File: config.mk
export PLATFORM = sky130hd
export DESIGN_NAME = ter_event_request
export DESIGN_NICKNAME = d
export VERILOG_FILES = /design/src/rtl/ter_pkg.sv /design/src/rtl/ter_edge_detect.sv /design/src/rtl/ter_event_request.sv
export SDC_FILE = /design/constraint.sdc
export NUM_CORES = 1
export LEC_CHECK = 0
export BUFFER_PORTS_ARGS = -buffer_cell sky130_fd_sc_hd__buf_2
export CAP_MARGIN = 20
export CORE_MARGIN = 2
export CORE_UTILIZATION = 40
export DETAILED_ROUTE_END_ITERATION = 16
export GPL_ROUTABILITY_DRIVEN = 1
export GPL_TIMING_DRIVEN = 0
export SYNTH_ARGS = -nofsm -noshare
export SYNTH_HDL_FRONTEND = slang
export SYNTH_SLANG_ARGS = --single-unit
File: constraint.sdc
create_clock -name clk_i -period 6.3 [get_ports clk_i]
set_input_delay 1.26 -clock clk_i [delete_from_list [all_inputs] [get_ports clk_i]]
set_output_delay 1.26 -clock clk_i [all_outputs]
set_load 0.05 [all_outputs]
File: src/rtl/ter_pkg.sv
/*
  Constants, register map and bus states for the timer event request block.
  Assumes a 32-bit classic Wishbone bus with byte addresses and one clock.
*/
package ter_pkg;

  // Register indices; byte address is four times the index
  localparam logic [5:0] TER_IDX_MODE = 6'h00;
  localparam logic [5:0] TER_IDX_EXT  = 6'h02;
  localparam logic [5:0] TER_IDX_EVT  = 6'h03;
  localparam logic [5:0] TER_IDX_REF  = 6'h04;
  localparam logic [5:0] TER_IDX_CAP  = 6'h08;
  localparam logic [5:0] TER_IDX_CNT  = 6'h0C;
  localparam logic [5:0] TER_IDX_MASK = 6'h10;

  // Field positions
  localparam int TER_MODE_RUN_BIT   = 0;
  localparam int TER_MODE_MRE_BIT   = 4;
  localparam int TER_MODE_EDGE_LSB  = 6;
  localparam int TER_EXT_MIRROR_BIT = 0;
  localparam int TER_EXT_TRE_BIT    = 7;
  localparam int TER_EVT_EDGE_BIT   = 0;
  localparam int TER_EVT_MATCH_BIT  = 1;

  // Reset values
  localparam logic [7:0]  TER_MODE_RST = 8'h00;
  localparam logic [7:0]  TER_EXT_RST  = 8'h00;
  localparam logic [1:0]  TER_EVT_RST  = 2'h0;
  localparam logic [1:0]  TER_MASK_RST = 2'h3;
  localparam logic [31:0] TER_REF_RST  = 32'hFFFF_FFFF;
  localparam logic [31:0] TER_CAP_RST  = 32'h0000_0000;
  localparam logic [31:0] TER_CNT_RST  = 32'h0000_0000;

  // Counter steps
  localparam logic [31:0] TER_INC_SINGLE = 32'h0000_0001;
  localparam logic [31:0] TER_INC_MIRROR = 32'h0001_0001;

  // Edge select codes
  localparam logic [1:0] TER_EDGE_OFF  = 2'h0;
  localparam logic [1:0] TER_EDGE_RISE = 2'h1;
  localparam logic [1:0] TER_EDGE_FALL = 2'h2;
  localparam logic [1:0] TER_EDGE_ANY  = 2'h3;

  // Bus slave states
  typedef enum logic [1:0] {
    TER_BUS_IDLE = 2'b01,
    TER_BUS_ACK  = 2'b10
  } ter_bus_state_t;

endpackage

File: src/rtl/ter_edge_detect.sv
/*
  Synchroniser and selectable edge detector for the capture pin.
  Assumes the pin is asynchronous to clk_i.
*/
`timescale 1ns/10ps
module ter_edge_detect (
  // Clock and reset
  input  wire logic       clk_i,
  input  wire logic       rst_i,
  // Pin and selection
  input  wire logic       pin_i,
  input  wire logic [1:0] edge_sel_i,
  // Detected edge
  output logic            event_o
);
  import ter_pkg::*;

  logic sync1_ff;
  logic sync2_ff;
  logic last_ff;
  wire  rise_w;
  wire  fall_w;

  ////////////////////////////////////////////////////////////////////////////
  // Two-stage synchroniser, then a history flop
  always_ff @(posedge clk_i) begin
    if (rst_i) begin
      sync1_ff <= 1'b0;
      sync2_ff <= 1'b0;
      last_ff  <= 1'b0;
    end else begin
      sync1_ff <= pin_i;
      sync2_ff <= sync1_ff;
      last_ff  <= sync2_ff;
    end
  end

  ////////////////////////////////////////////////////////////////////////////
  // Edge selection
  assign rise_w  = sync2_ff & ~last_ff;
  assign fall_w  = ~sync2_ff & last_ff;
  assign event_o = ((edge_sel_i == TER_EDGE_RISE) & rise_w)
                 | ((edge_sel_i == TER_EDGE_FALL) & fall_w)
                 | ((edge_sel_i == TER_EDGE_ANY) & (rise_w | fall_w));

endmodule // ter_edge_detect

File: src/rtl/ter_event_request.sv
/*
  One timer channel: counter, reference match, input capture, event flags
  and routing of the flags to an interrupt or a transfer request.
  Assumes a classic Wishbone master on clk_i, a transfer controller whose
  acknowledge is synchronous to clk_i, and an asynchronous capture pin.
*/
// The Wishbone slave port and the address map were decided locally.
`timescale 1ns/10ps
module ter_event_request (
  // Clock and reset
  input  wire logic        clk_i,
  input  wire logic        rst_i,
  // Wishbone slave
  input  wire logic [7:0]  wb_adr_i,
  input  wire logic [31:0] wb_dat_i,
  output logic      [31:0] wb_dat_o,
  input  wire logic        wb_we_i,
  input  wire logic [3:0]  wb_sel_i,
  input  wire logic        wb_cyc_i,
  input  wire logic        wb_stb_i,
  output logic             wb_ack_o,
  // Capture pin
  input  wire logic        capture_pin_i,
  // Transfer controller
  input  wire logic        dma_ack_i,
  output logic             dma_req_o,
  // Interrupt controller
  output logic             irq_o
);
  import ter_pkg::*;

  ////////////////////////////////////////////////////////////////////////////
  // Storage
  ter_bus_state_t state_ff;
  ter_bus_state_t nxt_state;
  logic [31:0]    dat_ff;
  logic [7:0]     mode_ff;
  logic [7:0]     ext_ff;
  logic [1:0]     evt_ff;
  logic [1:0]     nxt_evt;
  logic [1:0]     mask_ff;
  logic [31:0]    ref_ff;
  logic [31:0]    cap_ff;
  logic [31:0]    cnt_ff;
  logic [31:0]    nxt_cnt;

  ////////////////////////////////////////////////////////////////////////////
  // Address decode
  wire [5:0] idx_w      = wb_adr_i[7:2];
  wire       req_w      = wb_cyc_i & wb_stb_i;
  wire       fire_w     = wb_ack_o & req_w;
  wire       wr_w       = fire_w & wb_we_i;
  wire       hit_mode_w = (idx_w == TER_IDX_MODE);
  wire       hit_ext_w  = (idx_w == TER_IDX_EXT);
  wire       hit_evt_w  = (idx_w == TER_IDX_EVT);
  wire       hit_ref_w  = (idx_w == TER_IDX_REF);
  wire       hit_cap_w  = (idx_w == TER_IDX_CAP);
  wire       hit_cnt_w  = (idx_w == TER_IDX_CNT);
  wire       hit_mask_w = (idx_w == TER_IDX_MASK);
  wire       wr_lane0_w = wr_w & wb_sel_i[0];
  wire       wr_mode_w  = wr_lane0_w & hit_mode_w;
  wire       wr_ext_w   = wr_lane0_w & hit_ext_w;
  wire       wr_evt_w   = wr_lane0_w & hit_evt_w;
  wire       wr_mask_w  = wr_lane0_w & hit_mask_w;
  wire       wr_cnt_w   = wr_w & hit_cnt_w & (|wb_sel_i);

  ////////////////////////////////////////////////////////////////////////////
  // Control fields
  wire       run_w      = mode_ff[TER_MODE_RUN_BIT];
  wire       mre_w      = mode_ff[TER_MODE_MRE_BIT];
  wire [1:0] edge_sel_w = mode_ff[TER_MODE_EDGE_LSB +: 2];
  wire       mirror_w   = ext_ff[TER_EXT_MIRROR_BIT];
  wire       tre_w      = ext_ff[TER_EXT_TRE_BIT];
  wire       edge_en_w  = (edge_sel_w != TER_EDGE_OFF);

  ////////////////////////////////////////////////////////////////////////////
  // Capture edge detection
  logic cap_evt_w;

  ter_edge_detect u_edge (
    .clk_i      (clk_i),
    .rst_i      (rst_i),
    .pin_i      (capture_pin_i),
    .edge_sel_i (edge_sel_w),
    .event_o    (cap_evt_w)
  );

  ////////////////////////////////////////////////////////////////////////////
  // Counter and full-width reference match
  wire [31:0] step_w  = mirror_w ? TER_INC_MIRROR : TER_INC_SINGLE;
  wire        match_w = run_w & (cnt_ff == ref_ff);

  // Write clears, otherwise step while running
  always_comb begin
    nxt_cnt = cnt_ff;
    if (wr_cnt_w) begin
      nxt_cnt = TER_CNT_RST;
    end else if (run_w) begin
      nxt_cnt = cnt_ff + step_w;
    end
  end

  ////////////////////////////////////////////////////////////////////////////
  // Event flags: set wins over every clear
  wire [1:0] set_w   = {match_w, cap_evt_w};
  wire [1:0] w1c_w   = wr_evt_w ? wb_dat_i[1:0] : 2'h0;
  wire [1:0] ackcl_w = dma_ack_i ? 2'h3 : 2'h0;

  always_comb begin
    nxt_evt = (evt_ff & ~(w1c_w | ackcl_w)) | set_w;
  end

  ////////////////////////////////////////////////////////////////////////////
  // Request routing
  wire match_req_w = evt_ff[TER_EVT_MATCH_BIT] & mre_w;
  wire edge_req_w  = evt_ff[TER_EVT_EDGE_BIT] & edge_en_w;
  wire [1:0] irq_src_w = {match_req_w, edge_req_w} & {2{~tre_w}};

  assign dma_req_o = tre_w & (match_req_w | edge_req_w);
  assign irq_o     = |(irq_src_w & mask_ff);

  ////////////////////////////////////////////////////////////////////////////
  // Read mux; unmapped bits and reserved bits outside mode read zero; mode reads back all eight stored bits
  logic [31:0] rd_w;

  always_comb begin
    rd_w = 32'h0000_0000;
    case (1'b1)
      hit_mode_w: rd_w[7:0] = mode_ff;
      hit_ext_w:  rd_w[7:0] = ext_ff;
      hit_evt_w:  rd_w[1:0] = evt_ff;
      hit_ref_w:  rd_w      = ref_ff;
      hit_cap_w:  rd_w      = cap_ff;
      hit_cnt_w:  rd_w      = cnt_ff;
      hit_mask_w: rd_w[1:0] = mask_ff;
      default:    rd_w      = 32'h0000_0000;
    endcase
  end

  ////////////////////////////////////////////////////////////////////////////
  // Bus handshake: ack one cycle after the request, for one cycle
  always_comb begin
    case (state_ff)
      TER_BUS_IDLE: nxt_state = req_w ? TER_BUS_ACK : TER_BUS_IDLE;
      TER_BUS_ACK:  nxt_state = TER_BUS_IDLE;
      default:      nxt_state = TER_BUS_IDLE;
    endcase
  end

  assign wb_ack_o = (state_ff == TER_BUS_ACK);
  assign wb_dat_o = dat_ff;

  always_ff @(posedge clk_i) begin
    if (rst_i) begin
      state_ff <= TER_BUS_IDLE;
      dat_ff   <= 32'h0000_0000;
    end else begin
      state_ff <= nxt_state;
      dat_ff   <= rd_w;
    end
  end

  ////////////////////////////////////////////////////////////////////////////
  // Narrow control registers; reserved ext bits never stored, mode stores all eight bits
  always_ff @(posedge clk_i) begin
    if (rst_i) begin
      mode_ff <= TER_MODE_RST;
      ext_ff  <= TER_EXT_RST;
      mask_ff <= TER_MASK_RST;
      evt_ff  <= TER_EVT_RST;
    end else begin
      if (wr_mode_w) begin
        mode_ff <= wb_dat_i[7:0];
      end
      if (wr_ext_w) begin
        ext_ff <= wb_dat_i[7:0] & 8'h81;
      end
      if (wr_mask_w) begin
        mask_ff <= wb_dat_i[1:0];
      end
      evt_ff <= nxt_evt;
    end
  end

  ////////////////////////////////////////////////////////////////////////////
  // Counter register
  always_ff @(posedge clk_i) begin
    if (rst_i) begin
      cnt_ff <= TER_CNT_RST;
    end else begin
      cnt_ff <= nxt_cnt;
    end
  end

  ////////////////////////////////////////////////////////////////////////////
  // Reference and capture, one byte lane each
  genvar lane;
  generate
    for (lane = 0; lane < 4; lane++) begin : g_lane
      wire wr_ref_b = wr_w & hit_ref_w & wb_sel_i[lane];
      wire wr_cap_b = wr_w & hit_cap_w & wb_sel_i[lane];

      // Reference byte
      always_ff @(posedge clk_i) begin
        if (rst_i) begin
          ref_ff[lane*8 +: 8] <= TER_REF_RST[lane*8 +: 8];
        end else if (wr_ref_b) begin
          ref_ff[lane*8 +: 8] <= wb_dat_i[lane*8 +: 8];
        end
      end

      // Capture byte; a live edge beats a software write
      always_ff @(posedge clk_i) begin
        if (rst_i) begin
          cap_ff[lane*8 +: 8] <= TER_CAP_RST[lane*8 +: 8];
        end else if (cap_evt_w) begin
          cap_ff[lane*8 +: 8] <= cnt_ff[lane*8 +: 8];
        end else if (wr_cap_b) begin
          cap_ff[lane*8 +: 8] <= wb_dat_i[lane*8 +: 8];
        end
      end
    end
  endgenerate
endmodule // ter_event_request

Word level (Yosys, flattened, before mapping)
Index checks and enable logic that the tools add are counted.

Register bits: 147. Input port bits: 51. Logic and storage cells: 114.

Add/subtract/negate cells: 1. Equal/unequal tests: 12. Mux-type cells: 28. Bitwise operators: 43. Reductions and logical operators: 11.

Operators with widths (number): $mux W24 (3); $mux W8 (8); $mux W6 (6); $add A32 B17 Y32 (1); $eq A32 B32 Y1 (1); $and A1 B1 Y1 (29); $mux W2 (10); $mux W17 (1); $eq A6 B2 Y1 const B (2); $eq A6 B4 Y1 const B (2); $reduce_bool A2 Y1 (5); $reduce_or A4 Y1 (2); $and A2 B2 Y2 (3); $eq A2 B2 Y1 const B (3); $eq A6 B3 Y1 const B (1); $eq A6 B5 Y1 const B (1); $logic_not A6 Y1 (1); $reduce_or A2 Y1 (3); $eq A2 B1 Y1 const B (2); $not A1 Y1 (4); $or A1 B1 Y1 (4); $or A2 B2 Y2 (2); $not A2 Y2 (1).

Depth between registers and ports, before layout
Word-level depth: 10. Depth in mapped cells: 9.

Hierarchy
Synthesis repeated with hierarchy kept, for this count alone.

Cell total of the unflattened synthesis: 788. Area total of the unflattened synthesis: 6897.9 µm².

Modules (own cells, without submodules): ter_event_request (times used 1, cells each 773, area each 6762.7 µm²); ter_edge_detect (times used 1, cells each 15, area each 135.1 µm²).

Worst setup path before layout
Ideal clock, no wire load.

Kind: input -> register. From: in wb_adr_i[2]. To: reg ref_ff[7]. Setup time: 0.120 ns. Data arrival time: 2.759 ns. Required time: 6.180 ns. Slack: 3.422 ns. Stages: 6. Path buffers: 2. Path through: buf_2 -> or4_4 -> nor4_4 -> buf_2 -> nor2b_1 -> a211o_1.

Cells in the longest elaborated chain, start to end: 3.

Ends and longest elaborated chain: start: declaration (line ter_event_request.sv:14) `input wire logic [7:0] wb_adr_i,`; $eq A6 B3 Y1 (line ter_event_request.sv:56) `wire hit_ref_w = (idx_w == TER_IDX_REF);`; $and A1 B1 Y1 (2 in a row) (line ter_event_request.sv:200) `wire wr_ref_b = wr_w & hit_ref_w & wb_sel_i[lane];`; end signal: indexed assignment (line ter_event_request.sv:206) `ref_ff[lane*8 +: 8] <= TER_REF_RST[lane*8 +: 8];`; end signal: indexed assignment (line ter_event_request.sv:208) `ref_ff[lane*8 +: 8] <= wb_dat_i[lane*8 +: 8];`; end: declaration (line ter_event_request.sv:42) `logic [31:0] ref_ff;`.

No other way between the ends. A chain may end at the register's enable or synchronous reset.

Worst setup path in the final report
From: in wb_adr_i[4]. To: reg ref_ff[21].

The elaborated chain is that of the path after synthesis.

==> qor.yml <==
timing:
  timing.clock.skew_ns: 0.00615
  final_max_slew_viol_count: 0
  setup_total_negative_slack_ns: 0
  slew_headroom_pct: 47.8
  achievable-frequency_ghz: 0.300
  rsz_0062_raised_after_global_routing: "no"
  timing.final.crit_share_pct: 52.9
  setup_viol_count_final: 0
  timing.final.crit_period_ns: 3.33
  worst-slew-pin-transition_ns: 0.782
  hold_viol_final: 0
  timing.final.ws_setup_ns: 2.97
cts:
  cts-buffers-inserted: 17
  cts_max_path_buffers: 2
  cts_resized: 0
  clock_root_buffer: "clkbuf_16"
  path_clk_slew_ns: 0.06
  cts_hold_repair.buffers: 0
  htreeDepth: 4
  clock-sinks: 147
  post-cts-setup-buffers: 0
  clk_lat_worst_skew_ns: 0.43
  cts_tree: "built"
grt:
  grt_antenna_before_repair: 0
  grt_start_max_net_pins: 17
  grt_overflow_total: 0
  global_route_wire_length_before_repair_um: 32000
  via_count_of_the_first_global_routing_pass: 5754
  grt_util_all_layers_pct: 22.9
die:
  ioPinCount: 86
  num_rows: 48
  floorplan.initialDensity_pct: 40.7
  chipWidth_um: 136
  fp.dieH_um: 136
  fp.coreArea_um2: 17200
  fp.dieArea_um2: 18600
finish:
  layout.nets: 936
  fill_cells: 1711
  post-route-cell-area_um2: 8310
  layout-area-overhead-vs-synth_pct: 18.3
  layout-drive-gt1-share_pct: 20.4
  num_antenna_cells: 0
  final_core_utilization_pct: 48.2
yosys:
  synth-edff-count: 0
  post_synth.cell_area_avg_um2: 8.96
  synthesis.instances: 783
  synth_seq_area_share_pct: 41.9
  postSynthRegisterBits: 147
  synth.distinct_cells: 58
  postSynth.asyncResetShare_pct: 0
  synthFlopType: "dfxtp_1"
  synth_warnings: 0
  synth_area_um2: 7020
  net_count_after_synthesis: 838
setup_path:
  critPathKind: "in -> reg"
  timing.reg2reg.setup_slack_ns: 3.74
  capture_instance_of_the_worst_register_to_register_path: "cap_ff[11]"
  cp-endpoint: "ref_ff[21]"
  startpoint: "wb_adr_i[4]"
  worstSetupStartpointType: "input port"
  cp-end-kind: "flop"
  reg2regPathDepth: 9
  worst_ep_arrival_time_ns: 3.64
  crit_required_ns: 6.61
  cp_max_fo: 10
  r2r_start: "u_edge.last_ff"
min_path:
  timing.hold.worst.start: "u_edge.sync1_ff"
  hold_class: "reg -> reg"
detailed_routing:
  number_of_drc_markers_in_iteration_0: 447
  totalWireLength_um: 20300
  drt_drc_violations_left: 0
  vias: 6056
  detail_route.vias_per_cell: 5.42
  routedWlPerCell_um: 18.1
  ant_nets: 0
  detailedRoute.firstPassIterationCount: 5
power:
  power.ir.vdd_worst_mv: 0.187
  p_per_area_nw_per_um2: 251
  static_leakage_uw: 0.00323
  design_power_total_uw: 2080
placed_design:
  placement.setup.worst_slack_ns: 2.56
  detailed_place.area_um2: 7700
  routabilityCongestion: 0.815
  place.port_buffers: 79
  detailed_placement_hpwl_um: 14700
run_status:
  run_status: "finished, final reports clean"
job:
  max_cap_violations: 0
==> report_power, final <==
| group | switching (uW) | leakage, uW | total [uW] | internal [uW] |
|---|---|---|---|---|
| combinational | 62.9 | 0.00174 | 96.3 | 33.3 |
| sequential | 0.827 | 0.00119 | 933 | 932 |
| clock | 392 | 0.000302 | 1050 | 661 |
| total | 456 | 0.00323 | 2080 | 1630 |
==> cell families after synthesis <==
family,synth area share [%]
buffers and inverters,5.03
AOI/OAI and AO/OA,14.2
muxes,10.3
xor gates and xnor gates,5.86
and+or+nand+nor,22.0
adders and majority gates,0.713
DFF,41.9
==> metal layers <==
metal / track usage [%] / wire length, um
met1: 31.3 / 9450
met2: 36.1 / 9500
met3: 4.59 / 965
met4: 7.87 / 357
met5: 0 / 0
==> state kept, by name (all words and copies together), names as in the netlist <==
register / cells
cap_ff: 32
mode_ff: 8
evt_ff: 2
ref_ff: 32
state_ff: 2
ext_ff: 2
cnt_ff: 32
u_edge.last_ff: 1
mask_ff: 2
wb_dat_o: 32
u_edge.sync2_ff: 1
u_edge.sync1_ff: 1
==> how the worst min path moves through the flow <==
| stage | depth (start not counted) | slack (ns) | end |
|---|---|---|---|
| 6_report | 1 | 0.44 | u_edge.sync2_ff |
| 3_5_place_dp | 1 | 0.43 | u_edge.sync2_ff |
| 5_1_grt | 1 | 0.46 | u_edge.sync2_ff |
| 3_3_place_gp | 1 | 0.42 | u_edge.sync2_ff |
| 4_1_cts | 1 | 0.44 | u_edge.sync2_ff |
| 2_1_floorplan | 1 | 0.41 | u_edge.sync2_ff |
==> layout by cell type, fill, tap and decap left out, types with 6 or more instances in the layout <==
cell type / count
dfxtp_1: 147
nor2_1: 98
buf_2: 86
nand2_1: 81
clkbuf_1: 36
mux2i_1: 36
xor2_1: 33
o21ai_0: 32
a22oi_1: 29
mux2_2: 28
a211oi_1: 27
nand3b_1: 25
a21oi_1: 24
clkbuf_16: 17
nand3_1: 15
nor2b_1: 15
or3_1: 14
xnor2_1: 14
inv_1: 13
a211o_1: 10
nor3_1: 8
nor4_1: 8
nand4_1: 7
buf_4: 6
and3_1: 6
clkbuf_8: 6
or3_2: 6
a311oi_1: 6
==> critical path, stage by stage <==
cell and delay [ns]:
clkbuf_1 0.45, nor2b_1 0.20, clkbuf_1 0.40, clkbuf_1 0.62, nand3_1 0.44, nand2_1 0.17, nand3b_1 0.08
==> synthesized netlist by cell type (2+ instances only) <==
cell	instances	share of area, %
dfxtp_1	147	42
nor2_1	98	5.2
nand2_1	81	4.3
mux2i_1	36	5.1
clkbuf_1	35	1.9
xor2_1	33	4.1
o21ai_0	32	2.3
a22oi_1	29	3.1
mux2_2	28	4.5
a211oi_1	27	2.9
nand3b_1	25	2.7
a21oi_1	24	1.7
nand3_1	15	1.1
nor2b_1	15	1.3
or3_1	14	1.2
xnor2_1	14	1.7
inv_1	13	0.70
a211o_1	10	1.2
nor3_1	8	0.57
nor4_1	8	0.71
buf_2	7	0.50
nand4_1	7	0.62
a311oi_1	6	0.75
and3_1	6	0.53
buf_4	6	0.64
or3_2	6	0.64
a31o_2	4	0.50
buf_1	4	0.21
ha_1	4	0.71
buf_6	3	0.48
a41oi_2	2	0.46
and2_1	2	0.18
and4_1	2	0.25
clkbuf_8	2	0.39
mux4_2	2	0.64
nand4_4	2	0.61
nor2_2	2	0.18
nor4_4	2	0.61
o31ai_1	2	0.21
or4_1	2	0.21
==> stage by stage <==
step                      hold WS, ns  std cells
after detailed placement        0.430       1087
after global routing            0.462       1118
after CTS                       0.444       1118
final                           0.440       1118
after global placement          0.417       1087
after floorplan                 0.414        783
==> cell type report <==
class                   instances  area [um2]  area share [%]
clock buffers                  22         484            5.83
flip-flops and latches        147        2940            35.4
inverters                      13        48.8           0.587
clock inverters                 9         126            1.52
multi-input cells             564        3720            44.8
plain buffers                  59         304            3.66
repair buffers                 79         395            4.76
well taps                     225         282            3.39
Power figures use the tool's default switching activity.
